### src/shared/tec_pkg.sv
// constants and types shared by the transmit entry block and its sample fifo
// assumes one system clock (mclk, 200 MHz) and twelve independent channels
package tec_pkg;

    ////////////////////////////////////////////////////////////////////////////////////////
    // channel count and pin sampling
    localparam int NUM_CH = 12;
    localparam int SYNC_STAGES = 3;
    localparam logic [NUM_CH-1:0] CH_ALL_ON = 12'hFFF;
    localparam logic [NUM_CH-1:0] CH_ALL_OFF = 12'h000;
    localparam logic GATE_RESET_LEVEL = 1'b1;

    ////////////////////////////////////////////////////////////////////////////////////////
    // pattern generator: x^15 + x^14 + 1
    localparam int PRBS_W = 15;
    localparam int PRBS_TAP_A = 14;
    localparam int PRBS_TAP_B = 13;
    localparam logic [PRBS_W-1:0] PRBS_SEED = 15'h7FFF;

    ////////////////////////////////////////////////////////////////////////////////////////
    // sample stream towards the encoder
    localparam int FIFO_DEPTH = 8;

    // one captured slice: which channels took an edge and their rail values
    typedef struct packed {
        logic [NUM_CH-1:0] mask;
        logic [NUM_CH-1:0] pos;
        logic [NUM_CH-1:0] neg;
    } tec_word_t;

    localparam int WORD_W = $bits(tec_word_t);

endpackage

### src/shared/tec_stream_if.sv
// valid/ready stream carrier used between the entry logic and its fifo
// assumes both ends run on the same clock
`timescale 1ns/100ps

interface tec_stream_if #(parameter int WIDTH = 8);
    logic valid;
    logic ready;
    logic [WIDTH-1:0] data;

    // producer side
    modport source (output valid, output data, input ready);
    // consumer side
    modport sink (input valid, input data, output ready);
endinterface

### src/rtl/tec_tx_entry.sv
// transmit entry logic for twelve line channels: power gating and clock-input sampling
// assumes channel clocks and data pins are asynchronous to mclk and well below mclk/3
//
// What this block does
// - after reset every channel transmitter is on without any programming.
// - with the power gate high each channel follows its own on/off control bit.
// - with the power gate low all twelve transmitters are forced off.
// - each channel is timed by its own transmit clock input alone.
// - both data rails of a channel are sampled on that channel's transmit clock edge.
// - each channel's pattern generator steps only on that channel's transmit clock edge.
// - in single-rail mode only the positive rail is taken and the negative one is ignored.
`timescale 1ns/100ps

module tec_tx_entry (
    // system
    input wire logic mclk,
    input wire logic srst,
    // power gate pin and per-channel on/off control
    input wire logic transmitPowerGate,
    input wire logic txOnWrite,
    input wire logic [tec_pkg::NUM_CH-1:0] txOnValue,
    // per-channel modes, same clock domain
    input wire logic [tec_pkg::NUM_CH-1:0] singleRail,
    input wire logic [tec_pkg::NUM_CH-1:0] prbsEnable,
    // channel pins from the framer
    input wire logic [tec_pkg::NUM_CH-1:0] channelTxClock,
    input wire logic [tec_pkg::NUM_CH-1:0] txPositiveData,
    input wire logic [tec_pkg::NUM_CH-1:0] txNegativeData,
    // line side drive
    output logic [tec_pkg::NUM_CH-1:0] lineOutPos,
    output logic [tec_pkg::NUM_CH-1:0] lineOutNeg,
    output logic [tec_pkg::NUM_CH-1:0] lineOutEnN,
    output logic [tec_pkg::NUM_CH-1:0] channelActive,
    // sample stream towards the encoder
    output logic sampleValid,
    input wire logic sampleReady,
    output tec_pkg::tec_word_t sampleData,
    // stream status
    output logic captureReady,
    output logic overrun,
    input wire logic overrunClear
);
    import tec_pkg::*;

    ////////////////////////////////////////////////////////////////////////////////////////
    // helpers

    // one step of the 15-bit pattern register
    function automatic logic [PRBS_W-1:0] prbs_next(input logic [PRBS_W-1:0] cur);
        logic fb;
        fb = cur[PRBS_TAP_A] ^ cur[PRBS_TAP_B];
        return {cur[PRBS_W-2:0], fb};
    endfunction

    // a synchronised level is trusted only once the last two stages agree
    function automatic logic [NUM_CH-1:0] settled(input logic [NUM_CH-1:0] a,
                                                  input logic [NUM_CH-1:0] b);
        return ~(a ^ b);
    endfunction

    ////////////////////////////////////////////////////////////////////////////////////////
    // declarations

    logic [NUM_CH-1:0] clkSync1;
    logic [NUM_CH-1:0] clkSync2;
    logic [NUM_CH-1:0] clkSync3;
    logic [NUM_CH-1:0] clkLevel;
    logic [NUM_CH-1:0] posSync1;
    logic [NUM_CH-1:0] posSync2;
    logic [NUM_CH-1:0] posSync3;
    logic [NUM_CH-1:0] negSync1;
    logic [NUM_CH-1:0] negSync2;
    logic [NUM_CH-1:0] negSync3;
    logic gateSync1;
    logic gateSync2;
    logic gateSync3;
    logic gateLevel;
    logic [NUM_CH-1:0] chanOn;
    logic [PRBS_W-1:0] prbsState [NUM_CH];
    logic [NUM_CH-1:0] prbsBit;
    logic [NUM_CH-1:0] enableTrack;

    tec_stream_if #(.WIDTH(WORD_W)) captureLink ();
    tec_stream_if #(.WIDTH(WORD_W)) drainLink ();

    ////////////////////////////////////////////////////////////////////////////////////////
    // pin synchronisers: three stages, stage one feeds only stage two

    always_ff @(posedge mclk)
    begin
        if (srst)
        begin
            clkSync1 <= CH_ALL_OFF;
            clkSync2 <= CH_ALL_OFF;
            clkSync3 <= CH_ALL_OFF;
            posSync1 <= CH_ALL_OFF;
            posSync2 <= CH_ALL_OFF;
            posSync3 <= CH_ALL_OFF;
            negSync1 <= CH_ALL_OFF;
            negSync2 <= CH_ALL_OFF;
            negSync3 <= CH_ALL_OFF;
        end
        else
        begin
            clkSync1 <= channelTxClock;
            clkSync2 <= clkSync1;
            clkSync3 <= clkSync2;
            posSync1 <= txPositiveData;
            posSync2 <= posSync1;
            posSync3 <= posSync2;
            negSync1 <= txNegativeData;
            negSync2 <= negSync1;
            negSync3 <= negSync2;
        end
    end

    // gate pin idles high so the synchroniser resets high too
    always_ff @(posedge mclk)
    begin
        if (srst)
        begin
            gateSync1 <= GATE_RESET_LEVEL;
            gateSync2 <= GATE_RESET_LEVEL;
            gateSync3 <= GATE_RESET_LEVEL;
        end
        else
        begin
            gateSync1 <= transmitPowerGate;
            gateSync2 <= gateSync1;
            gateSync3 <= gateSync2;
        end
    end

    ////////////////////////////////////////////////////////////////////////////////////////
    // settled levels and edge finding, each channel on its own clock pin

    wire [NUM_CH-1:0] clkAgree = settled(clkSync2, clkSync3);
    wire [NUM_CH-1:0] clkRise = clkAgree & clkSync3 & ~clkLevel;
    wire gateAgree = (gateSync2 == gateSync3);

    // a glitch shorter than one mclk never reaches the settled level
    always_ff @(posedge mclk)
    begin
        if (srst)
        begin
            clkLevel <= CH_ALL_OFF;
            gateLevel <= GATE_RESET_LEVEL;
        end
        else
        begin
            clkLevel <= (clkAgree & clkSync3) | (~clkAgree & clkLevel);
            gateLevel <= gateAgree ? gateSync3 : gateLevel;
        end
    end

    ////////////////////////////////////////////////////////////////////////////////////////
    // on/off control: per-channel bits gated by the global pin

    // reset leaves every channel on, so the line comes up without software
    always_ff @(posedge mclk)
    begin
        if (srst)
        begin
            chanOn <= CH_ALL_ON;
        end
        else if (txOnWrite)
        begin
            chanOn <= txOnValue;
        end
    end

    wire [NUM_CH-1:0] gateMask = {NUM_CH{gateLevel}};
    assign enableTrack = chanOn & gateMask;

    ////////////////////////////////////////////////////////////////////////////////////////
    // pattern generators, one per channel, stepped by that channel's edge only

    // a disabled channel does not step, so its sequence resumes where it stopped
    always_ff @(posedge mclk)
    begin
        for (int i = 0; i < NUM_CH; i++)
        begin
            if (srst)
            begin
                prbsState[i] <= PRBS_SEED;
            end
            else if (clkRise[i] && enableTrack[i])
            begin
                prbsState[i] <= prbs_next(prbsState[i]);
            end
        end
    end

    // serial pattern bit is the top of each register
    always_comb
    begin
        for (int i = 0; i < NUM_CH; i++)
        begin
            prbsBit[i] = prbsState[i][PRBS_W-1];
        end
    end

    ////////////////////////////////////////////////////////////////////////////////////////
    // rail selection and capture

    // pattern mode replaces the framer data and drives the positive rail only
    wire [NUM_CH-1:0] selPos = (prbsEnable & prbsBit) | (~prbsEnable & posSync3);
    wire [NUM_CH-1:0] selNeg = ~singleRail & ~prbsEnable & negSync3;
    wire [NUM_CH-1:0] capture = clkRise & enableTrack;

    // line drive; outputs of an off channel are parked low and released
    always_ff @(posedge mclk)
    begin
        if (srst)
        begin
            lineOutPos <= CH_ALL_OFF;
            lineOutNeg <= CH_ALL_OFF;
            lineOutEnN <= CH_ALL_OFF;
            channelActive <= CH_ALL_ON;
        end
        else
        begin
            lineOutPos <= (capture & selPos) | (~capture & enableTrack & lineOutPos);
            lineOutNeg <= (capture & selNeg) | (~capture & enableTrack & lineOutNeg);
            lineOutEnN <= ~enableTrack;
            channelActive <= enableTrack;
        end
    end

    ////////////////////////////////////////////////////////////////////////////////////////
    // capture stream into the fifo

    // a framer cannot be stalled, so a full fifo loses the slice and raises overrun
    tec_word_t captureWord;
    assign captureWord.mask = capture;
    assign captureWord.pos = capture & selPos;
    assign captureWord.neg = capture & selNeg;
    assign captureLink.valid = |capture;
    assign captureLink.data = captureWord;
    wire droppedSlice = captureLink.valid & ~captureLink.ready;

    // sticky overrun: a new loss in the clearing cycle keeps the flag set
    always_ff @(posedge mclk)
    begin
        if (srst)
        begin
            overrun <= 1'b0;
        end
        else
        begin
            overrun <= droppedSlice | (overrun & ~overrunClear);
        end
    end

    tec_fifo #(
        .WIDTH(WORD_W),
        .DEPTH(FIFO_DEPTH)
    ) sampleFifo (
        .clk(mclk),
        .rst(srst),
        .pushPort(captureLink),
        .popPort(drainLink)
    );

    // fifo outputs are already registered inside it
    assign sampleValid = drainLink.valid;
    assign sampleData = tec_word_t'(drainLink.data);
    assign drainLink.ready = sampleReady;
    assign captureReady = captureLink.ready;
endmodule

### src/rtl/tec_fifo.sv
// synchronous fifo with a registered output stage, valid/ready on both sides
// assumes DEPTH is a power of two so the pointers wrap on their own
`timescale 1ns/100ps

module tec_fifo #(
    parameter int WIDTH = 8,
    parameter int DEPTH = 8
) (
    // system
    input wire logic clk,
    input wire logic rst,
    // filling side
    tec_stream_if.sink pushPort,
    // draining side
    tec_stream_if.source popPort
);
    localparam int AW = $clog2(DEPTH);
    localparam logic [AW:0] FULL_COUNT = (AW+1)'(DEPTH);
    localparam logic [AW:0] ZERO_COUNT = '0;

    logic [WIDTH-1:0] mem [DEPTH];
    logic [AW-1:0] wrPtr;
    logic [AW-1:0] rdPtr;
    logic [AW:0] count;
    logic [AW:0] next_count;
    logic notFull;
    logic outValid;
    logic [WIDTH-1:0] outData;

    ////////////////////////////////////////////////////////////////////////////////////////
    // handshake terms; the output stage reloads whenever storage holds a word and the stage is empty or being taken
    wire doPush = pushPort.valid & notFull;
    wire doPop = (count != ZERO_COUNT) & (~outValid | popPort.ready);
    assign next_count = count + {{AW{1'b0}}, doPush} - {{AW{1'b0}}, doPop};

    assign pushPort.ready = notFull;
    assign popPort.valid = outValid;
    assign popPort.data = outData;

    // storage array carries no reset, only the pointers, count, flags and output word do
    always_ff @(posedge clk)
    begin
        if (doPush)
        begin
            mem[wrPtr] <= pushPort.data;
        end
    end

    // pointers, fill level and a registered full flag so ready is glitch free
    always_ff @(posedge clk)
    begin
        if (rst)
        begin
            wrPtr <= '0;
            rdPtr <= '0;
            count <= '0;
            notFull <= 1'b1;
        end
        else
        begin
            wrPtr <= doPush ? wrPtr + 1'b1 : wrPtr;
            rdPtr <= doPop ? rdPtr + 1'b1 : rdPtr;
            count <= next_count;
            notFull <= (next_count != FULL_COUNT);
        end
    end

    // output register stage holds its word until the consumer takes it
    always_ff @(posedge clk)
    begin
        if (rst)
        begin
            outValid <= 1'b0;
            outData <= '0;
        end
        else if (doPop)
        begin
            outValid <= 1'b1;
            outData <= mem[rdPtr];
        end
        else if (popPort.ready)
        begin
            outValid <= 1'b0;
        end
    end
endmodule

### config.mk
export PLATFORM = sky130hd
export DESIGN_NAME = tec_tx_entry
export DESIGN_NICKNAME = d
export VERILOG_FILES = /design/src/shared/tec_pkg.sv /design/src/shared/tec_stream_if.sv /design/src/rtl/tec_tx_entry.sv /design/src/rtl/tec_fifo.sv
export SDC_FILE = /design/constraint.sdc
export NUM_CORES = 1
export LEC_CHECK = 0
export BUFFER_PORTS_ARGS = -buffer_cell sky130_fd_sc_hd__buf_2
export CORE_MARGIN = 1
export CORE_UTILIZATION = 51
export CTS_CLUSTER_DIAMETER = 120
export DETAILED_ROUTE_END_ITERATION = 7
export GPL_TIMING_DRIVEN = 0
export PLACE_DENSITY_LB_ADDON = 0.05
export SETUP_SLACK_MARGIN = 0.1
export SLEW_MARGIN = 5
export SYNTH_ARGS = -nofsm -noshare
export SYNTH_HDL_FRONTEND = slang
export SYNTH_SLANG_ARGS = --single-unit
### constraint.sdc
create_clock -name mclk -period 5 [get_ports mclk]
set_input_delay 0.5 -clock mclk [delete_from_list [all_inputs] [get_ports mclk]]
set_output_delay 0.5 -clock mclk [all_outputs]
set_load 0.005 [all_outputs]
==> run summary, run 1 <==
CTS Buf Count -> 72
Synth Flop Type -> edfxtp_1
WP data required -> 5.49 ns
reg-to-reg setup timing slack -> 1.17 ns
P_leak -> 0.0103 uW
Root Driver -> clkbuf_16
Die Wd -> 225 um
I/O Buffers -> 163
Worst Max-Slew Pin Slew -> 1.11 ns
R2R cell count -> 12
Worst Setup Start Kind -> register
Worst Hold Depth -> 2
Unique masters post-synth -> 45
share of cells above drive strength 1 -> 0.227
final hold vios -> 0
final worst-path cycle share -> 0.766
Worst path slowest cell -> buf_1
commonest non-fill, non-tap cell in the layout -> edfxtp_1
Post-synth EDFFs -> 468
Max Freq -> 261 MHz
hold buffers post-CTS -> 0
post-route DRC violation count -> 0
RSZ-0062 raised after global routing -> false
Cells after Synth -> 1593
crit path cell chain -> inv_1 > ha_1 > or3b_1 > and2_1 > buf_2 > buf_1 > ha_1 > inv_1 > ha_1 > fa_1 > or3_1 > or3_1
Syn Area/Cell -> 16.0 um2
postcts setup bufs -> 0
register area share after synthesis -> 0.736
# rows -> 81
Area growth syn-to-layout -> 18.0%
placer congestion estimate -> 0.782
min-delay worst type -> in2reg
drt first-iter violations -> 1018
grt total ovfl -> 0
reg-to-reg endpoint -> sampleFifo.pushPort.ready$_SDFF_PP1_
Synth Cell Area -> 25400 um2
largest net degree at the start of global routing -> 21
cell area after layout -> 30000 um2
syn_nets -> 1691
most frequent cells in the layout -> 468 x edfxtp_1, 233 x dfxtp_1, 174 x buf_2
final wirelength -> 57900 um
WL/cell -> 22.3 um
status -> finished, final reports clean
Worst-path clk slew -> 0.06 ns
max_slew headroom -> 0.256
FFs w/ async S/R, synth -> 0
most used cell, CP -> ha_1
Max VDD drop -> 235 uV
first-pass GRT wire length -> 86500 um
min cycle time layout -> 3.83 ns
detailed-route via count -> 14000
Slew Viols, Final -> 0
crit path max fanout -> 10
min-delay src -> transmitPowerGate
utilization after layout -> 0.612
post-CTS resize count -> 0
arrival time worst endpoint -> 4.32 ns
max-cap viol count -> 0
placed cell areas -> 27600 um2
H-tree depth -> 3
Layout Nets -> 1966
GR Util All Layers -> 0.235
Vias/cell -> 5.39
Max clock buf depth -> 3
number of global-route vias before repair -> 13900
Die ar. -> 50800 um2
First-pass DRT Iterations -> 4
ANT nets after route -> 0
Die H -> 225 um
slowest cell delay on critical path -> 0.54 ns
antenna violations before repair -> 0
DP HPWL -> 40000 um
Synth Register Bits -> 701
FF-to-FF Start -> sampleFifo.count[2]$_SDFF_PP0_
core area -> 49100 um2
Setup CP Type -> reg2reg
Setup-failing EPs final -> 0
YS warnings -> 0
CP endpoint kind -> register
Cell Pwr Density -> 447 nW/um2
Skew-Pair Late Insertion Delay -> 0.61 ns
CTS tree -> done
clock skew -> 0.0183 ns
Initial Utilization -> 0.519
# clock sinks -> 701
worst hold endpoint -> gateSync1$_SDFF_PP1_
IO Count -> 165
sequential cells by signal, summed over array words and instances (netlist names), 3 cells and up, named ones only:
register	cells
sampleFifo.popPort.data	36
clkSync3	12
lineOutNeg	12
chanOn	12
posSync1	12
posSync2	12
sampleFifo.mem	288
negSync3	12
lineOutEnN	12
prbsState	180
sampleFifo.count	4
lineOutPos	12
negSync2	12
sampleFifo.wrPtr	3
negSync1	12
sampleFifo.rdPtr	3
posSync3	12
clkSync2	12
clkSync1	12
channelActive	12
critical path, delay by kind of cell (launching register included):
| kind | cells | cell delay [ns] |
|---|---|---|
| adders and majority gates | 4 | 1.18 |
| buffers and inverters | 4 | 1.04 |
| DFF | 1 | 0.30 |
| and+or+nand+nor | 4 | 1.20 |
per-layer routing:
layer,up-vias,share of wire,GRT usage
li1,6488,-,-
met3,80,0.047,0.0342
met2,361,0.47,0.365
met1,7058,0.46,0.339
met4,0,0.025,0.0832
met5,-,0,0
per-stage QoR:
stage | cells | total power [uW] | setup slack [ns] | setup TNS (ns) | hold WS (ns)
global placement | 2420 | 8170 | -2.40 | -404.39 | 0.399
detailed placement | 2458 | 8200 | 1.12 | 0 | 0.403
floorplan | 1593 | 7590 | 0.713 | 0 | 0.389
CTS | 2591 | 13500 | 1.17 | 0 | 0.0623
global route | 2591 | 13900 | 1.06 | 0 | 0.0851
finish | 2593 | 13400 | 1.17 | 0 | 0.0836
final cells by class:
class | instances | area [um2]
well taps | 664 | 831
clock inverters | 18 | 170
multi-input cells | 754 | 6330
fillers | 3805 | 19000
flip-flops and latches | 701 | 18700
clock buffers | 115 | 2210
inverters | 46 | 173
diodes | 2 | 5.00
repair buffers | 201 | 1220
plain buffers | 92 | 379
power by group:
group          switching (uW)  internal [uW]  total (uW)  leakage (uW)
Combinational             931            649        1580       0.00307
Sequential                116           6360        6480       0.00603
Clock                    2170           3190        5360       0.00118
Yosys cell counts, types with 2 or more instances:
cell | count | area [um2]
buf_2 | 11 | 55.1
or3_1 | 170 | 1060
a21oi_1 | 75 | 375
nand4_4 | 2 | 42.5
dfxtp_1 | 233 | 4660
nor2b_1 | 110 | 688
nor3b_1 | 4 | 30.0
or4_1 | 3 | 22.5
xnor2_1 | 14 | 123
mux4_2 | 72 | 1620
clkbuf_1 | 64 | 240
nor3_1 | 3 | 15.0
xor2_1 | 2 | 17.5
edfxtp_1 | 468 | 14100
o21ai_0 | 36 | 180
nor4b_1 | 10 | 87.6
nand4b_2 | 7 | 105
mux2i_1 | 73 | 731
a21o_1 | 2 | 15.0
nand3_1 | 15 | 75.1
or2_2 | 3 | 18.8
buf_6 | 2 | 22.5
inv_1 | 45 | 169
nor4b_2 | 4 | 60.1
nand4b_4 | 5 | 119
ha_1 | 19 | 238
nor2_1 | 56 | 210
buf_1 | 13 | 48.8
o21ai_1 | 2 | 10.0
nand2_1 | 54 | 203
and2_1 | 2 | 12.5
worst max path at each step:
stage | cells after the start | endpoint | slack, ns | start
2_1_floorplan | 6 | sampleFifo.mem[2][0]$_DFFE_PP_ | 0.71 | gateLevel$_SDFFE_PP1N_
3_3_place_gp | 5 | sampleFifo.mem[2][28]$_DFFE_PP_ | -2.40 | gateLevel$_SDFFE_PP1N_
3_5_place_dp | 11 | sampleFifo.pushPort.ready$_SDFF_PP1_ | 1.12 | sampleReady
4_1_cts | 12 | sampleFifo.pushPort.ready$_SDFF_PP1_ | 1.17 | sampleFifo.count[2]$_SDFF_PP0_
5_1_grt | 12 | sampleFifo.pushPort.ready$_SDFF_PP1_ | 1.06 | sampleFifo.count[2]$_SDFF_PP0_
6_report | 12 | sampleFifo.pushPort.ready$_SDFF_PP1_ | 1.17 | sampleFifo.count[2]$_SDFF_PP0_
logic make-up after synthesis:
kind of cell | count (synthesis) | share of synthesized area
DFF | 701 | 0.736
and+or+nand+nor | 452 | 0.109
muxes | 145 | 0.0924
buffers and inverters | 138 | 0.0217
AOI/OAI and AO/OA | 121 | 0.0252
adders and majority gates | 20 | 0.0101
xor gates and xnor gates | 16 | 0.00551
(Power assumes the default switching activity.)
==> run 2: changes to the inputs <==
- ABC_AREA: unset -> 1
- clock period: 5 -> 3.91 ns (I/O delays scaled with it)
==> run 2 against run 1 <==
Net effect: first-iteration DRC count increased by 21%; synthesized cell count increased by 52%; critical path depth increased by 1; flip-flop and latch count unchanged; area after synthesis increased by 4.4%; power increased by 37%; sequential power increased by 28%; register-to-register slack got worse by 0.35 ns; count of clock-buffer cells in the layout decreased by 11; sequential share of layout area decreased by 2.7 points; cell count increased by 33%.
==> run summary, run 2 <==
Max clock buf depth -> 3
Biggest register -> sampleFifo.mem
CP Buf/Inv Count -> 5
Syn Area/Cell -> 11.0 um2
Worst path slowest cell -> fa_1
number of global-route vias before repair -> 16700
Fin Setup TNS -> 0 ns
clock skew -> 0.0228 ns
Post-synth EDFFs -> 468
commonest non-fill, non-tap cell in the layout -> inv_1
Cells after Synth -> 2426
final hold vios -> 0
detailed-route via count -> 17000
Unique masters post-synth -> 31
Vias/cell -> 4.92
first-pass GRT wire length -> 96700 um
max FFs per register -> 288
Synth Register Bits -> 701
post-CTS resize count -> 0
final wirelength -> 63500 um
YS warnings -> 0
Worst Max-Slew Pin Slew -> 1.11 ns
Die H -> 230 um
largest net degree at the start of global routing -> 25
top cells by count, synth -> 522 x inv_1, 468 x edfxtp_1, 355 x nand2_1
First-pass DRT Iterations -> 5
CTS tree -> done
WP data required -> 4.39 ns
most frequent cells in the layout -> 522 x inv_1, 468 x edfxtp_1, 355 x nand2_1
grt total ovfl -> 0
I/O Buffers -> 164
min cycle time layout -> 3.09 ns
Tot Pwr -> 18400 uW
final worst-path cycle share -> 0.789
Setup-failing EPs final -> 0
hold buffers post-CTS -> 45
CTS Buf Count -> 72
Setup CP Type -> reg2reg
IO Count -> 165
antenna violations before repair -> 3
Hold WS -> 0.0267 ns
status -> finished, final reports clean
Worst Setup Start Kind -> register
H-tree depth -> 3
Worst-path clk slew -> 0.06 ns
min-delay worst type -> in2reg
Synth Cell Area -> 26600 um2
delay-heaviest family, CP -> adder cells
Cell Pwr Density -> 585 nW/um2
# rows -> 83
core area -> 51400 um2
Area growth syn-to-layout -> 18.1%
# clock sinks -> 701
Max Freq -> 324 MHz
cell area after layout -> 31400 um2
syn_nets -> 2524
utilization after layout -> 0.611
max_slew headroom -> 0.257
post-route DRC violation count -> 0
ANT nets after route -> 0
WL/cell -> 18.4 um
Die ar. -> 53000 um2
crit path max fanout -> 10
Root Driver -> clkbuf_16
share of cells above drive strength 1 -> 0.138
crit path cell chain -> inv_1 > ha_1 > nand3_1 > o21ai_0 > inv_1 > buf_2 > buf_2 > ha_1 > inv_1 > ha_1 > fa_1 > xnor2_1 > nand4_1
leading area contributor after synthesis -> edfxtp_1
placer congestion estimate -> 0.793
arrival time worst endpoint -> 3.56 ns
CP endpoint kind -> register
register area share after synthesis -> 0.704
Max VDD drop -> 307 uV
most common cell in the synthesized netlist -> inv_1
Layout Nets -> 2815
DP HPWL -> 43400 um
FFs w/ async S/R, synth -> 0
Synth Flop Type -> edfxtp_1
Slew Viols, Final -> 0
Die Wd -> 230 um
RSZ-0062 raised after global routing -> false
P_leak -> 0.0135 uW
GR Util All Layers -> 0.245
drt first-iter violations -> 1227
most area-consuming cells after synthesis -> edfxtp_1 53%, dfxtp_1 18%, inv_1 7.4%, nand2_1 5.0%, a21oi_1 3.7%
placed cell areas -> 28500 um2
Skew-Pair Late Insertion Delay -> 0.61 ns
Initial Utilization -> 0.517
max-cap viol count -> 0
postcts setup bufs -> 0
post-synth top area share -> 0.529
slowest cell delay on critical path -> 0.41 ns
run 2: cell count changes after synthesis, moves of 73 or more:
cell,change
nor2_1,+92
o21ai_0,+129
inv_1,+477
mux2i_1,-73
a21oi_1,+119
nand2_1,+301
or3_1,-170
nor2b_1,-110
run 2: layout make-up:
class,instances,area [um2]
Clock buffer,104,2180
Tap cell,680,851
Antenna cell,1,2.50
Clock inverter,27,282
Inverter,530,1990
Buffer,106,562
Fill cell,4244,20000
Timing Repair Buffer,217,1450
Multi-Input combinational cell,1089,5360
Sequential cell,701,18700
run 2: tightest hold or removal path: stages:
cell	delay (ns)
buf_2	0.09
nand2_1	0.05
nand3_1	0.07
run 2: logic make-up after synthesis:
group           after synthesis  share of synthesized area
xor+xnor                     13                    0.00428
mux                           7                    0.00297
buf+inv                     636                     0.0960
fa+ha+maj                    20                    0.00970
flops                       701                      0.704
compound gates              429                     0.0842
simple gates                620                     0.0987
run 2: worst paths after layout:
kind	startpoint	end	slack, ns	cells after the start
setup / recovery	sampleFifo.count[2]$_SDFF_PP0_	sampleFifo.pushPort.ready$_SDFF_PP1_	0.82	13
hold / removal	txOnValue[11]	chanOn[11]$_SDFFE_PP1P_	0.03	3
setup reg to reg	sampleFifo.count[2]$_SDFF_PP0_	sampleFifo.pushPort.ready$_SDFF_PP1_	0.82	13
hold reg to reg	posSync1[11]$_SDFF_PP0_	posSync2[11]$_SDFF_PP0_	0.40	2
run 2: stage by stage:
step	setup slack [ns]	std cells
after floorplan	0.815	2426
after global placement	-0.989	3270
after detailed placement	0.649	3278
after CTS	0.766	3454
after global routing	0.581	3454
final	0.823	3455
run 2: report_power, final:
group	total, uW	switching (uW)	internal [uW]
logic	3050	2050	1000
registers	8290	153	8130
clock network	7050	2780	4260
total	18400	4980	13400
run 2: layer usage:
| metal | routed length [um] | track usage | vias up | share of wire |
|---|---|---|---|---|
| met5 | 0 | 0 | - | 0 |
| met4 | 1360 | 0.0770 | 0 | 0.021 |
| met3 | 3990 | 0.0455 | 91 | 0.063 |
| met2 | 30400 | 0.409 | 449 | 0.48 |
| met1 | 27700 | 0.323 | 8035 | 0.44 |
| li1 | - | - | 8415 | - |
==> run 3: changes to the inputs <==
- ABC_AREA: 1 -> 0
- clock period: 3.91 -> 3 ns (I/O delays scaled with it)
==> run 3 against run 2 <==
Net effect: hold slack worse by 0.0030 ns; utilization is 1.8 points higher; sequential share of layout area is 1.1 points higher; count of clock-buffer cells in the layout is 2 higher; fmax is 4.0% higher; flip-flop and latch count stayed put; global-route usage is 0.67 points lower; die area is 4.2% lower; power is 23% higher; cell count is 23% lower; cell area is 1.7% lower; critical path type unchanged.
==> run summary, run 3 (synthesized netlist as in run 1, its figures left out) <==
status -> finished, final reports clean
commonest non-fill, non-tap cell in the layout -> edfxtp_1
Area growth syn-to-layout -> 21.2%
part of the power in registers -> 0.477
dpl ws -> -0.619 ns
number of global-route vias before repair -> 14300
I/O Buffers -> 163
Worst Setup Start Kind -> register
Setup CP Type -> reg2reg
arrival time worst endpoint -> 3.45 ns
largest net degree at the start of global routing -> 22
most frequent cells in the layout -> 468 x edfxtp_1, 233 x dfxtp_1, 173 x buf_2
clock power share -> 0.395
Cell Pwr Density -> 733 nW/um2
max FFs per register -> 288
fill count -> 3734
ANT nets after route -> 0
share of cells above drive strength 1 -> 0.232
n_diodes -> 0
Worst-path clk slew -> 0.06 ns
Net Sw Frac -> 0.242
Max VDD drop -> 409 uV
CTS Buf Count -> 72
final hold vios -> 0
IO Count -> 165
H-tree depth -> 3
Worst Max-Slew Pin Slew -> 1.20 ns
post-route DRC violation count -> 0
Setup-failing EPs final -> 0
grt met1 use -> 0.339
global routing's busiest layer -> met2
Slew Viols, Final -> 0
Biggest register -> sampleFifo.mem
Initial Utilization -> 0.519
core area -> 49100 um2
Comb pwr share -> 0.128
# rows -> 81
Die Wd -> 225 um
WP data required -> 3.48 ns
min cycle time layout -> 2.97 ns
CP endpoint kind -> register
RSZ-0062 raised after global routing -> true
min-delay worst type -> in2reg
WL/cell -> 22.1 um
GRT met2 Usage -> 0.379
met3 Usage GRT -> 0.0382
DP HPWL -> 39800 um
placer congestion estimate -> 0.774
internal power -> 17200 uW
GR Util All Layers -> 0.238
Vias/cell -> 5.39
Max clock buf depth -> 3
clock skew -> 0.0177 ns
final worst-path cycle share -> 0.989
sw power -> 5460 uW
# clock sinks -> 701
First-pass DRT Iterations -> 5
Die ar. -> 50800 um2
drt first-iter violations -> 1145
Layout Nets -> 2032
P_leak -> 0.0107 uW
Root Driver -> clkbuf_16
first-pass GRT wire length -> 88000 um
max_slew headroom -> 0.197
Skew-Pair Late Insertion Delay -> 0.60 ns
max-cap viol count -> 0
Max Freq -> 337 MHz
crit path max fanout -> 5
antenna violations before repair -> 0
Die H -> 225 um
grt total ovfl -> 0
detailed-route via count -> 14300
final worst slack -> 0.0318 ns
CTS tree -> done
final wirelength -> 58700 um
Fin Setup TNS -> 0 ns
-- run 3: changes by cell type in the layout (fill, tap and decap cells not counted), moves of 35 or more --
cell | before | now
a21oi_1 | 194 | 75
inv_1 | 522 | 42
mux2i_1 | 0 | 73
mux4_2 | 0 | 72
nand2_1 | 355 | 54
nand3_1 | 77 | 15
nor2_1 | 143 | 55
nor2b_1 | 0 | 110
o211ai_1 | 36 | 1
o21ai_0 | 165 | 36
or3_1 | 0 | 170
-- run 3: area by class of cell --
cell class	instances	area, um2	area share
flip-flops and latches	701	18700	0.607
multi-input cells	754	6450	0.209
clock buffers	106	2170	0.0703
repair buffers	268	1910	0.0618
well taps	664	831	0.0269
plain buffers	91	390	0.0127
clock inverters	27	216	0.00702
inverters	46	173	0.00560
-- run 3: stage by stage --
step / cell area [um2] / utilization / total power (uW) / hold slack [ns] / cells
6_report: 30900 / 0.629 / 22600 / 0.0237 / 2657
5_1_grt: 30900 / 0.629 / 23400 / 0.0122 / 2657
4_1_cts: 30700 / 0.625 / 22700 / 0.00622 / 2643
3_5_place_dp: 27600 / 0.564 / 13700 / 0.394 / 2451
3_3_place_gp: 27200 / 0.554 / 13600 / 0.400 / 2420
2_1_floorplan: 25500 / - / 12700 / 0.389 / 1593
-- run 3: layer usage --
layer  vias up  wire length [um]
li1       6627                 -
met1      7252             26400
met2       377             28100
met3        71              3140
met4         0              1110
met5         -                 0
-- run 3: what timing repair did --
item,CTS,global route
cloned,0,0
hold buffers,50,0
buffers inserted,10,14
gates resized for setup,12,9
endpoints found under the setup margin,95,61
hold endpoints to repair,50,0
pin swaps,5,8
-- run 3: worst max-delay path, stage by stage (launching register included) --
cell	delay (ns)
dfxtp_1	0.31
inv_2	0.07
ha_4	0.13
or3b_4	0.37
and2_4	0.19
buf_12	0.14
ha_4	0.25
inv_2	0.04
ha_4	0.16
fa_2	0.36
xor2_1	0.18
or3_1	0.32
or3_1	0.31
-- run 3: power by group through the flow --
| stage | clock [uW] | combinational [uW] | sequential, uW |
|---|---|---|---|
| floorplan | 0 | 1710 | 11000 |
| detailed placement | 0 | 2710 | 11000 |
| global route | 9440 | 3180 | 10800 |
| finish | 8930 | 2890 | 10800 |
| global placement | 0 | 2650 | 11000 |
| CTS | 9070 | 2860 | 10800 |
-- run 3: final timing paths --
check | cells after the start | startpoint | end | slack, ns
max | 12 | sampleFifo.count[2]$_SDFF_PP0_ | sampleFifo.pushPort.ready$_SDFF_PP1_ | 0.03
min | 3 | txOnWrite | chanOn[0]$_SDFFE_PP1P_ | 0.02
max reg2reg | 12 | sampleFifo.count[2]$_SDFF_PP0_ | sampleFifo.pushPort.ready$_SDFF_PP1_ | 0.03
min reg2reg | 1 | gateSync1$_SDFF_PP1_ | gateSync2$_SDFF_PP1_ | 0.40
